==> config.mk <==
export PLATFORM = sky130hd
export DESIGN_NAME = gsr_readout
export DESIGN_NICKNAME = d
export VERILOG_FILES = /design/src/hdl/gsr_pkg.sv /design/src/hdl/gsr_pin_sync.sv /design/src/hdl/gsr_readout.sv
export VERILOG_INCLUDE_DIRS = /design/src /design/src/hdl
export SDC_FILE = /design/constraint.sdc
export NUM_CORES = 1
export LEC_CHECK = 0
export BUFFER_PORTS_ARGS = -buffer_cell sky130_fd_sc_hd__buf_2
export CORE_UTILIZATION = 35
export CTS_BUF_LIST = sky130_fd_sc_hd__clkbuf_8 sky130_fd_sc_hd__clkbuf_16
export DETAILED_ROUTE_END_ITERATION = 10
export GPL_TIMING_DRIVEN = 0
export HOLD_SLACK_MARGIN = 0.1
export PLACE_DENSITY = 0.63
export SETUP_SLACK_MARGIN = 0.5
export SLEW_MARGIN = 10
export SYNTH_ARGS = -nofsm -noshare
export SYNTH_HDL_FRONTEND = slang
export SYNTH_HIERARCHICAL = 1
export SYNTH_SLANG_ARGS = --single-unit
==> constraint.sdc <==
create_clock -name ref_clk -period 3.34 [get_ports ref_clk]
set_input_delay 0 -clock ref_clk [delete_from_list [all_inputs] [get_ports ref_clk]]
set_output_delay 0 -clock ref_clk [all_outputs]
set_load 0.02 [all_outputs]
==> src/hdl/gsr_cfg.svh <==
`ifndef GSR_CFG_SVH
`define GSR_CFG_SVH

// ==========================================================
// Register offsets (6-bit serial address)
`define GSR_ADDR_IDENT 6'h00
`define GSR_ADDR_TEMP_LO 6'h01
`define GSR_ADDR_TEMP_HI 6'h02
`define GSR_ADDR_RATEX_LO 6'h03
`define GSR_ADDR_RATEX_HI 6'h04
`define GSR_ADDR_RATEY_LO 6'h05
`define GSR_ADDR_RATEY_HI 6'h06
`define GSR_ADDR_STATUS 6'h0A
`define GSR_ADDR_CTRL_FIRST 6'h0B
`define GSR_ADDR_CTRL_FOURTH 6'h0E

// ==========================================================
// Field positions
`define GSR_FC_PULSE_SEL_BIT 3
`define GSR_F4_READY_EN_BIT 3
`define GSR_F4_OPEN_DRAIN_BIT 2
`define GSR_ST_LATCHED_BIT 0
`define GSR_ST_PULSE_BIT 1

// ==========================================================
// Reset values
`define GSR_CTRL_RESET 8'h00
// Identity value is arbitrary
`define GSR_IDENT_VALUE 8'h5C

// ==========================================================
// Timing
`define GSR_CLK_PERIOD_NS 8
`define GSR_CLK_HZ 125000000
`define GSR_PULSE_NS 75000
`define GSR_TEMP_RATE_HZ 70

`endif

==> src/hdl/gsr_pkg.sv <==
package gsr_pkg;

  // ==========================================================
  // Serial frame phases
  typedef enum logic [1:0] {
    SP_IDLE,
    SP_CMD,
    SP_DATA
  } gsr_spi_phase_e;

  typedef logic [7:0] gsr_byte_t;

endpackage : gsr_pkg

==> src/hdl/gsr_pin_sync.sv <==
`timescale 1ns/10ps

// ==========================================================
// Three-stage pin filter
module gsr_pin_sync #(
  parameter logic RESET_LEVEL = 1'b0
) (
  // Clock and reset
  input wire logic ref_clk,
  input wire logic rst,
  // Pin and filtered level
  input wire logic pinIn,
  output logic level
);

  logic [2:0] stage_reg;
  logic [2:0] stage_next;
  logic level_reg;
  logic level_next;

  // First stage feeds only the second
  always_comb begin
    stage_next = {stage_reg[1:0], pinIn};
    level_next = level_reg;
    if (stage_reg[1] == stage_reg[2]) begin
      level_next = stage_reg[2];
    end
  end

  always_ff @(posedge ref_clk or posedge rst) begin
    if (rst) begin
      stage_reg <= {3{RESET_LEVEL}};
      level_reg <= RESET_LEVEL;
    end else begin
      stage_reg <= stage_next;
      level_reg <= level_next;
    end
  end

  assign level = level_reg;

endmodule : gsr_pin_sync

==> src/hdl/gsr_readout.sv <==
`timescale 1ns/10ps
`include "gsr_cfg.svh"

// Functional notes
// [RULE1] Ready pin shows indications only while the enable bit is one.
// [RULE2] Host reads rate data each time the ready pin goes high.
// [RULE3] Ready pin is latched by default, pulsed when pulse select is one.
// [RULE4] Latched: set on new sample, cleared by high byte or status read.
// [RULE5] Pulsed: high 75 us per sample, reads have no effect.
// [RULE6] Pin is push-pull by default, open-drain when selected.
// [RULE7] Temperature is 12-bit left-justified two's complement in two bytes.
// [RULE8] Temperature code zero at 25 C, 0.0625 C per digit, about 70 Hz.
// [RULE9] Rate codes increase for counterclockwise rotation.
// [RULE10] Rate outputs are two's complement.
// [RULE11] Low four bits of the temperature word read zero.
module gsr_readout import gsr_pkg::*; #(
  parameter int PULSE_CYCLES =
    (`GSR_PULSE_NS + `GSR_CLK_PERIOD_NS - 1) / `GSR_CLK_PERIOD_NS,
  parameter int TEMP_PERIOD_CYCLES = `GSR_CLK_HZ / `GSR_TEMP_RATE_HZ
) (
  // Clock and reset
  input wire logic ref_clk,
  input wire logic rst,
  // Serial port pins
  input wire logic csN,
  input wire logic scl,
  input wire logic sdi,
  output logic sdo,
  output logic sdoOeN,
  // Sample front end
  input wire logic sampleStrobe,
  input wire logic [15:0] rateXIn,
  input wire logic [15:0] rateYIn,
  input wire logic [11:0] tempCodeIn,
  // Ready pin
  output logic sampleReadyPin,
  output logic sampleReadyOeN
);

  localparam int PW = $clog2(PULSE_CYCLES + 1);
  localparam int TW = $clog2(TEMP_PERIOD_CYCLES + 1);

  // ==========================================================
  // Elaboration checks
  if (PULSE_CYCLES < 1 || TEMP_PERIOD_CYCLES < 2) begin : gBad
    $error("gsr_readout: counts too small");
  end

  // ==========================================================
  // Pin filters
  logic csS;
  logic sclS;
  logic sdiS;

  gsr_pin_sync #(.RESET_LEVEL(1'b1)) uCs (
    .ref_clk(ref_clk), .rst(rst), .pinIn(csN), .level(csS)
  );
  gsr_pin_sync #(.RESET_LEVEL(1'b1)) uScl (
    .ref_clk(ref_clk), .rst(rst), .pinIn(scl), .level(sclS)
  );
  gsr_pin_sync #(.RESET_LEVEL(1'b0)) uSdi (
    .ref_clk(ref_clk), .rst(rst), .pinIn(sdi), .level(sdiS)
  );

  // ==========================================================
  // State
  gsr_spi_phase_e phase_reg, phase_next;
  logic sclPrev_reg, sclPrev_next;
  logic [2:0] bitCnt_reg, bitCnt_next;
  logic [7:0] shiftIn_reg, shiftIn_next;
  gsr_byte_t shiftOut_reg, shiftOut_next;
  logic isRead_reg, isRead_next;
  logic autoInc_reg, autoInc_next;
  logic [5:0] addr_reg, addr_next;
  logic sdo_reg, sdo_next;
  logic sdoOeN_reg, sdoOeN_next;
  gsr_byte_t ctrlFirst_reg, ctrlFirst_next;
  gsr_byte_t ctrlFourth_reg, ctrlFourth_next;

  logic [15:0] rateX_reg, rateX_next;
  logic [15:0] rateY_reg, rateY_next;
  logic [15:0] temp_reg, temp_next;
  logic [TW-1:0] tempCnt_reg, tempCnt_next;
  logic latchReady_reg, latchReady_next;
  logic [PW-1:0] pulseCnt_reg, pulseCnt_next;
  logic pin_reg, pin_next;
  logic pinOeN_reg, pinOeN_next;

  logic readStrobe;
  logic [5:0] rdAddr;
  logic tempTick;
  logic pulseSel;
  logic readyEn;
  logic odSel;
  logic readyLevel;

  assign pulseSel = ctrlFirst_reg[`GSR_FC_PULSE_SEL_BIT];
  assign readyEn = ctrlFourth_reg[`GSR_F4_READY_EN_BIT];
  assign odSel = ctrlFourth_reg[`GSR_F4_OPEN_DRAIN_BIT];

  // Reading a rate high byte or the status register releases the latch
  function automatic logic clearsLatch(input logic [5:0] a);
    return (a == `GSR_ADDR_RATEX_HI) || (a == `GSR_ADDR_RATEY_HI) ||
      (a == `GSR_ADDR_STATUS); // [RULE4]
  endfunction : clearsLatch

  // Unmapped addresses read as zero
  function automatic gsr_byte_t regRead(input logic [5:0] a,
      input logic [15:0] tx, input logic [15:0] ty,
      input logic [15:0] tt, input gsr_byte_t st,
      input gsr_byte_t c1, input gsr_byte_t c4);
    case (a)
      `GSR_ADDR_IDENT: return `GSR_IDENT_VALUE;
      `GSR_ADDR_TEMP_LO: return tt[7:0];
      `GSR_ADDR_TEMP_HI: return tt[15:8];
      `GSR_ADDR_RATEX_LO: return tx[7:0];
      `GSR_ADDR_RATEX_HI: return tx[15:8];
      `GSR_ADDR_RATEY_LO: return ty[7:0];
      `GSR_ADDR_RATEY_HI: return ty[15:8];
      `GSR_ADDR_STATUS: return st;
      `GSR_ADDR_CTRL_FIRST: return c1;
      `GSR_ADDR_CTRL_FOURTH: return c4;
      default: return 8'h00;
    endcase
  endfunction : regRead

  // ==========================================================
  // Serial slave: sample on SCL rise, shift out on SCL fall
  always_comb begin
    logic [7:0] byteIn;
    gsr_byte_t status;
    byteIn = {shiftIn_reg[6:0], sdiS};
    status = 8'h00;
    status[`GSR_ST_LATCHED_BIT] = latchReady_reg;
    status[`GSR_ST_PULSE_BIT] = (pulseCnt_reg != '0);
    phase_next = phase_reg;
    sclPrev_next = sclS;
    bitCnt_next = bitCnt_reg;
    shiftIn_next = shiftIn_reg;
    shiftOut_next = shiftOut_reg;
    isRead_next = isRead_reg;
    autoInc_next = autoInc_reg;
    addr_next = addr_reg;
    sdo_next = sdo_reg;
    sdoOeN_next = sdoOeN_reg;
    ctrlFirst_next = ctrlFirst_reg;
    ctrlFourth_next = ctrlFourth_reg;
    readStrobe = 1'b0;
    rdAddr = addr_reg;
    if (csS) begin
      phase_next = SP_IDLE;
      bitCnt_next = 3'h0;
      sdoOeN_next = 1'b1;
    end else begin
      if (phase_reg == SP_IDLE) begin
        phase_next = SP_CMD;
      end
      if (sclS && !sclPrev_reg) begin
        shiftIn_next = byteIn;
        bitCnt_next = bitCnt_reg + 3'h1;
        if (bitCnt_reg == 3'h7) begin
          case (phase_reg)
            SP_IDLE, SP_CMD: begin
              isRead_next = byteIn[7];
              autoInc_next = byteIn[6];
              addr_next = byteIn[5:0];
              rdAddr = byteIn[5:0];
              phase_next = SP_DATA;
              readStrobe = byteIn[7];
            end
            SP_DATA: begin
              if (!isRead_reg) begin
                if (addr_reg == `GSR_ADDR_CTRL_FIRST) begin
                  ctrlFirst_next = byteIn; // [RULE3]
                end
                if (addr_reg == `GSR_ADDR_CTRL_FOURTH) begin
                  ctrlFourth_next = byteIn; // [RULE1] [RULE6]
                end
              end
              if (autoInc_reg) begin
                addr_next = addr_reg + 6'h01;
              end
              rdAddr = addr_next;
              readStrobe = isRead_reg;
            end
            default: phase_next = SP_IDLE;
          endcase
          if (readStrobe) begin
            shiftOut_next = regRead(rdAddr, rateX_reg, rateY_reg,
              temp_reg, status, ctrlFirst_reg, ctrlFourth_reg);
          end
        end
      end else if (!sclS && sclPrev_reg && phase_reg == SP_DATA &&
          isRead_reg) begin
        sdo_next = shiftOut_reg[7];
        shiftOut_next = {shiftOut_reg[6:0], 1'b0};
        sdoOeN_next = 1'b0;
      end
    end
  end

  always_ff @(posedge ref_clk or posedge rst) begin
    if (rst) begin
      phase_reg <= SP_IDLE;
      sclPrev_reg <= 1'b1;
      bitCnt_reg <= 3'h0;
      shiftIn_reg <= 8'h00;
      shiftOut_reg <= 8'h00;
      isRead_reg <= 1'b0;
      autoInc_reg <= 1'b0;
      addr_reg <= 6'h00;
      sdo_reg <= 1'b0;
      sdoOeN_reg <= 1'b1;
      ctrlFirst_reg <= `GSR_CTRL_RESET;
      ctrlFourth_reg <= `GSR_CTRL_RESET;
    end else begin
      phase_reg <= phase_next;
      sclPrev_reg <= sclPrev_next;
      bitCnt_reg <= bitCnt_next;
      shiftIn_reg <= shiftIn_next;
      shiftOut_reg <= shiftOut_next;
      isRead_reg <= isRead_next;
      autoInc_reg <= autoInc_next;
      addr_reg <= addr_next;
      sdo_reg <= sdo_next;
      sdoOeN_reg <= sdoOeN_next;
      ctrlFirst_reg <= ctrlFirst_next;
      ctrlFourth_reg <= ctrlFourth_next;
    end
  end

  // ==========================================================
  // Sample capture, ready pin and temperature refresh
  // Temperature only moves on its own slow tick, so two byte reads
  // rarely straddle an update; no shadow copy is kept.
  assign tempTick = (tempCnt_reg == TW'(TEMP_PERIOD_CYCLES - 1));

  always_comb begin
    rateX_next = rateX_reg;
    rateY_next = rateY_reg;
    temp_next = temp_reg;
    tempCnt_next = tempTick ? '0 : tempCnt_reg + TW'(1);
    latchReady_next = latchReady_reg;
    pulseCnt_next = pulseCnt_reg;
    if (pulseCnt_reg != '0) begin
      pulseCnt_next = pulseCnt_reg - PW'(1); // [RULE5]
    end
    if (readStrobe && clearsLatch(rdAddr)) begin
      latchReady_next = 1'b0; // [RULE4]
    end
    if (sampleStrobe) begin
      rateX_next = rateXIn; // [RULE9] [RULE10]
      rateY_next = rateYIn; // [RULE9] [RULE10]
      latchReady_next = 1'b1; // [RULE4]
      pulseCnt_next = PW'(PULSE_CYCLES); // [RULE5]
    end
    if (tempTick) begin
      temp_next = {tempCodeIn, 4'h0}; // [RULE7] [RULE8] [RULE11]
    end
    readyLevel = readyEn && // [RULE1]
      (pulseSel ? (pulseCnt_reg != '0) : latchReady_reg); // [RULE3]
    // Open drain releases the pin for high and pulls it low otherwise
    pin_next = odSel ? 1'b0 : readyLevel; // [RULE6]
    pinOeN_next = odSel ? readyLevel : 1'b0; // [RULE6]
  end

  always_ff @(posedge ref_clk or posedge rst) begin
    if (rst) begin
      rateX_reg <= 16'h0000;
      rateY_reg <= 16'h0000;
      temp_reg <= 16'h0000;
      tempCnt_reg <= '0;
      latchReady_reg <= 1'b0;
      pulseCnt_reg <= '0;
      pin_reg <= 1'b0;
      pinOeN_reg <= 1'b0;
    end else begin
      rateX_reg <= rateX_next;
      rateY_reg <= rateY_next;
      temp_reg <= temp_next;
      tempCnt_reg <= tempCnt_next;
      latchReady_reg <= latchReady_next;
      pulseCnt_reg <= pulseCnt_next;
      pin_reg <= pin_next;
      pinOeN_reg <= pinOeN_next;
    end
  end

  assign sdo = sdo_reg;
  assign sdoOeN = sdoOeN_reg;
  assign sampleReadyPin = pin_reg;
  assign sampleReadyOeN = pinOeN_reg;
endmodule : gsr_readout

==> results.cfg <==
[outcome]
status = completed

[critical_path]
crit_slowest_cell = a311oi_1
reg2reg_depth = 10
path_class = flip-flop to flip-flop
end_kind = flip-flop
reg2reg_slack_ns = 0.59
cp.required_ns = 3.68
path_max_fanout = 10
critPathMostFrequentCell = buf_2
worstPathCellList = buf_2 > inv_1 > ha_1 > nand2_1 > a311oi_1 > buf_2 > a22oi_1 > o22ai_1 > a221oi_2 > a21oi_1
cp_slowest_stage_delay_ns = 0.52
arrival_ns = 3.10
critPathLaunchType = flip-flop

[yosys]
synth_top_family_by_area = simple AND/OR/NAND/NOR gates
yosysMostFrequentCell = dfrtp_1
synth-compound-area-share_pct = 13.1
yosysUniqueCellTypes = 80
synthSimpleGateAreaFrac_pct = 14.9
ys_top_cells_by_count = 131 x dfrtp_1, 65 x mux2_2, 52 x nand2_1, 52 x nor2_1, 22 x inv_1
ys_ff_latch = 141
synthXorXnorAreaFrac_pct = 3.24
synth_area_mm2 = 0.00676
synth_fa_ha_area_share_pct = 1.80
synth_cells = 597
synth-seq-area-share_pct = 52.4
ys_warn_count = 6
postSynthNetCount = 654
ys.flop_type = dfrtp_1
muxShareOfSynthArea_pct = 11.5
synth_top_area_share_pct = 48.5
synth_edf_count = 0
yosys-top-cells-area = dfrtp_1 49%, mux2_2 11%, dfstp_2 3.9%, nand2_1 2.9%, nor2_1 2.9%
syn_area_per_cell_um2 = 11.3
postSynth.asyncResetShare_pct = 100
post-synth-top-area-cell = dfrtp_1

[pwr]
clkPwrFrac_pct = 39.7
power.share.switching_pct = 29.1
internal_power_uw = 3250
p_switching_uw = 1330
pwr-share-seq_pct = 41.8
p_leak_uw = 0.00372
vdd_ir_drop_max_mv = 0.394
powerDensity_mw_per_mm2 = 536
pwr-share-comb_pct = 18.5

[placement]
dp_hpwl_mm = 11.4
gp_congestion = 0.890
port_buffers = 52
place_ws_ns = 0.236

[timing]
slew_headroom_pct = 45.1
rsz0062_at_grt = true
fin_ws_ns = 0.587
slew_violations = 0
period_minus_slack_ns = 2.75
setup_viol = 0
timing.final.crit_share_pct = 82.4
worst_slew_pin_slew_ns = 0.823
skew_ns = 0.00926
finalSetupTns_ns = 0
clock.fmax_mhz = 363
finalHoldViolations = 0

[clock_tree]
insertion_delay_ns = 0.42
cts_tree = built
clock-sinks = 141
numCtsBuffers = 17
cts_setup_buffers = 0
htree_num_levels = 4
clk_pin_slew_ns = 0.06
clockRootBuffer = clkbuf_16
clockBufferDepth = 2

[floorplanning]
core_mm2 = 0.0188
floorplan.initialDensity_pct = 35.9
dieArea_mm2 = 0.0199
die_w_um = 141
dieHeight_um = 141
row_count = 50
ios = 54

[drt]
drt_iter0_markers = 301
ant_nets = 0
drc = 0
vias_per_cell = 5.10
drt-total-wl_mm = 16.2
vias = 5085
wire_per_inst_um = 16.3
firstDrtPassIters = 5

[cells_and_area]
antenna-diode-count = 0
finalNetCount = 783
largest_reg_flops = 21
fillCellCount = 1734
syn2layout_area_growth_pct = 26.4
layout-drive-gt1-share_pct = 27.4

[worst_hold_path]
hold_path_class = input pin to async pin

[global_routing]
grt_max_degree = 35
overflow = 0
antenna_found_initial = 0
track_usage_pct = 17.8
grt_pass1_wl_mm = 27.1
grt_pass1_vias = 5163

[flow_run]
cap_violations = 0
[critical path: cells and delay by family, from the launching register on]
family,cells,cell delay (ns)
AO/OA/AOI/OAI,5,1.15
adder cells (fa/ha/maj),1,0.35
buffers and inverters,3,0.66
flip-flops,1,0.38
AND/OR/NAND/NOR,1,0.13
[stage by stage]
step / std cells / util, % / power (uW) / instance area [um2] / hold slack, ns
3_3_place_gp: 909 / 39.0 / 2720 / 7350 / -0.0673
6_report: 997 / 45.4 / 4580 / 8540 / 0.159
5_1_grt: 997 / 45.4 / 4770 / 8540 / 0.190
3_5_place_dp: 913 / 39.4 / 2730 / 7430 / -0.0743
4_1_cts: 997 / 45.3 / 4610 / 8540 / 0.166
2_1_floorplan: 597 / - / 2460 / 6760 / -0.234
[cells in the final DEF, fill, tap and decap left out, types with 5 or more instances in the layout]
cell	n
inv_1	21
nand3b_1	5
clkbuf_16	17
a31oi_1	9
and3_1	8
mux2_2	65
buf_4	5
nand2b_1	8
nor3_1	7
dfrtp_1	131
nand3_1	15
xnor2_1	12
o22ai_1	9
dlygate4sd3_1	54
nor2_1	52
o21ai_0	18
clkbuf_1	7
a22oi_1	9
xor2_1	13
ha_1	7
a21oi_1	18
nand2_1	52
buf_2	57
dfstp_2	10
[what timing repair did]
item | 4_1_cts | 5_1_grt
resized for setup | 2 | 4
setup endpoints to repair | 3 | 7
endpoints found under the hold margin | 128 | 0
pin swaps | 0 | 1
hold buffers | 54 | 0
[power groups by stage]
stage	registers, uW	clock network (uW)	logic (uW)
after floorplan	1900	0	561
after global placement	1940	0	775
after detailed placement	1940	0	789
after CTS	1910	1850	842
after global routing	1930	1920	915
final	1920	1820	846
[final cells by class]
class	instances	area, um2	area share (%)
Sequential cell	141	3540	41.5
Tap cell	260	325	3.81
Timing Repair Buffer	110	881	10.3
Multi-Input combinational cell	411	3010	35.3
Clock buffer	21	480	5.62
Inverter	22	86.3	1.01
Clock inverter	9	86.3	1.01
Buffer	23	129	1.51
[final timing paths]
kind / startpoint / end
setup / recovery: addr_reg[0] / shiftOut_reg[2]
hold / removal: rst / shiftIn_reg[2]
setup reg to reg: addr_reg[0] / shiftOut_reg[2]
hold reg to reg: uScl/stage_reg[0] / uScl/stage_reg[1]
max in group asynchronous: rst / pulseCnt_reg[10]
min in group ref_clk: sampleStrobe / rateX_reg[7]
[metal layers]
metal	vias up	track usage [%]	wire length, um
met2	143	28.1	7640
met4	0	8.24	465
met3	36	3.67	692
met1	2490	23.6	7450
li1	2416	-	-
met5	-	0	0
[cell families after synthesis]
kind of cell	Yosys count
AND/OR/NAND/NOR	189
flip-flops	141
AO/OA/AOI/OAI	118
multiplexers	69
buffers and inverters	45
XOR/XNOR	25
adder cells (fa/ha/maj)	10
Note: power is estimated with default switching activity, not from simulation.
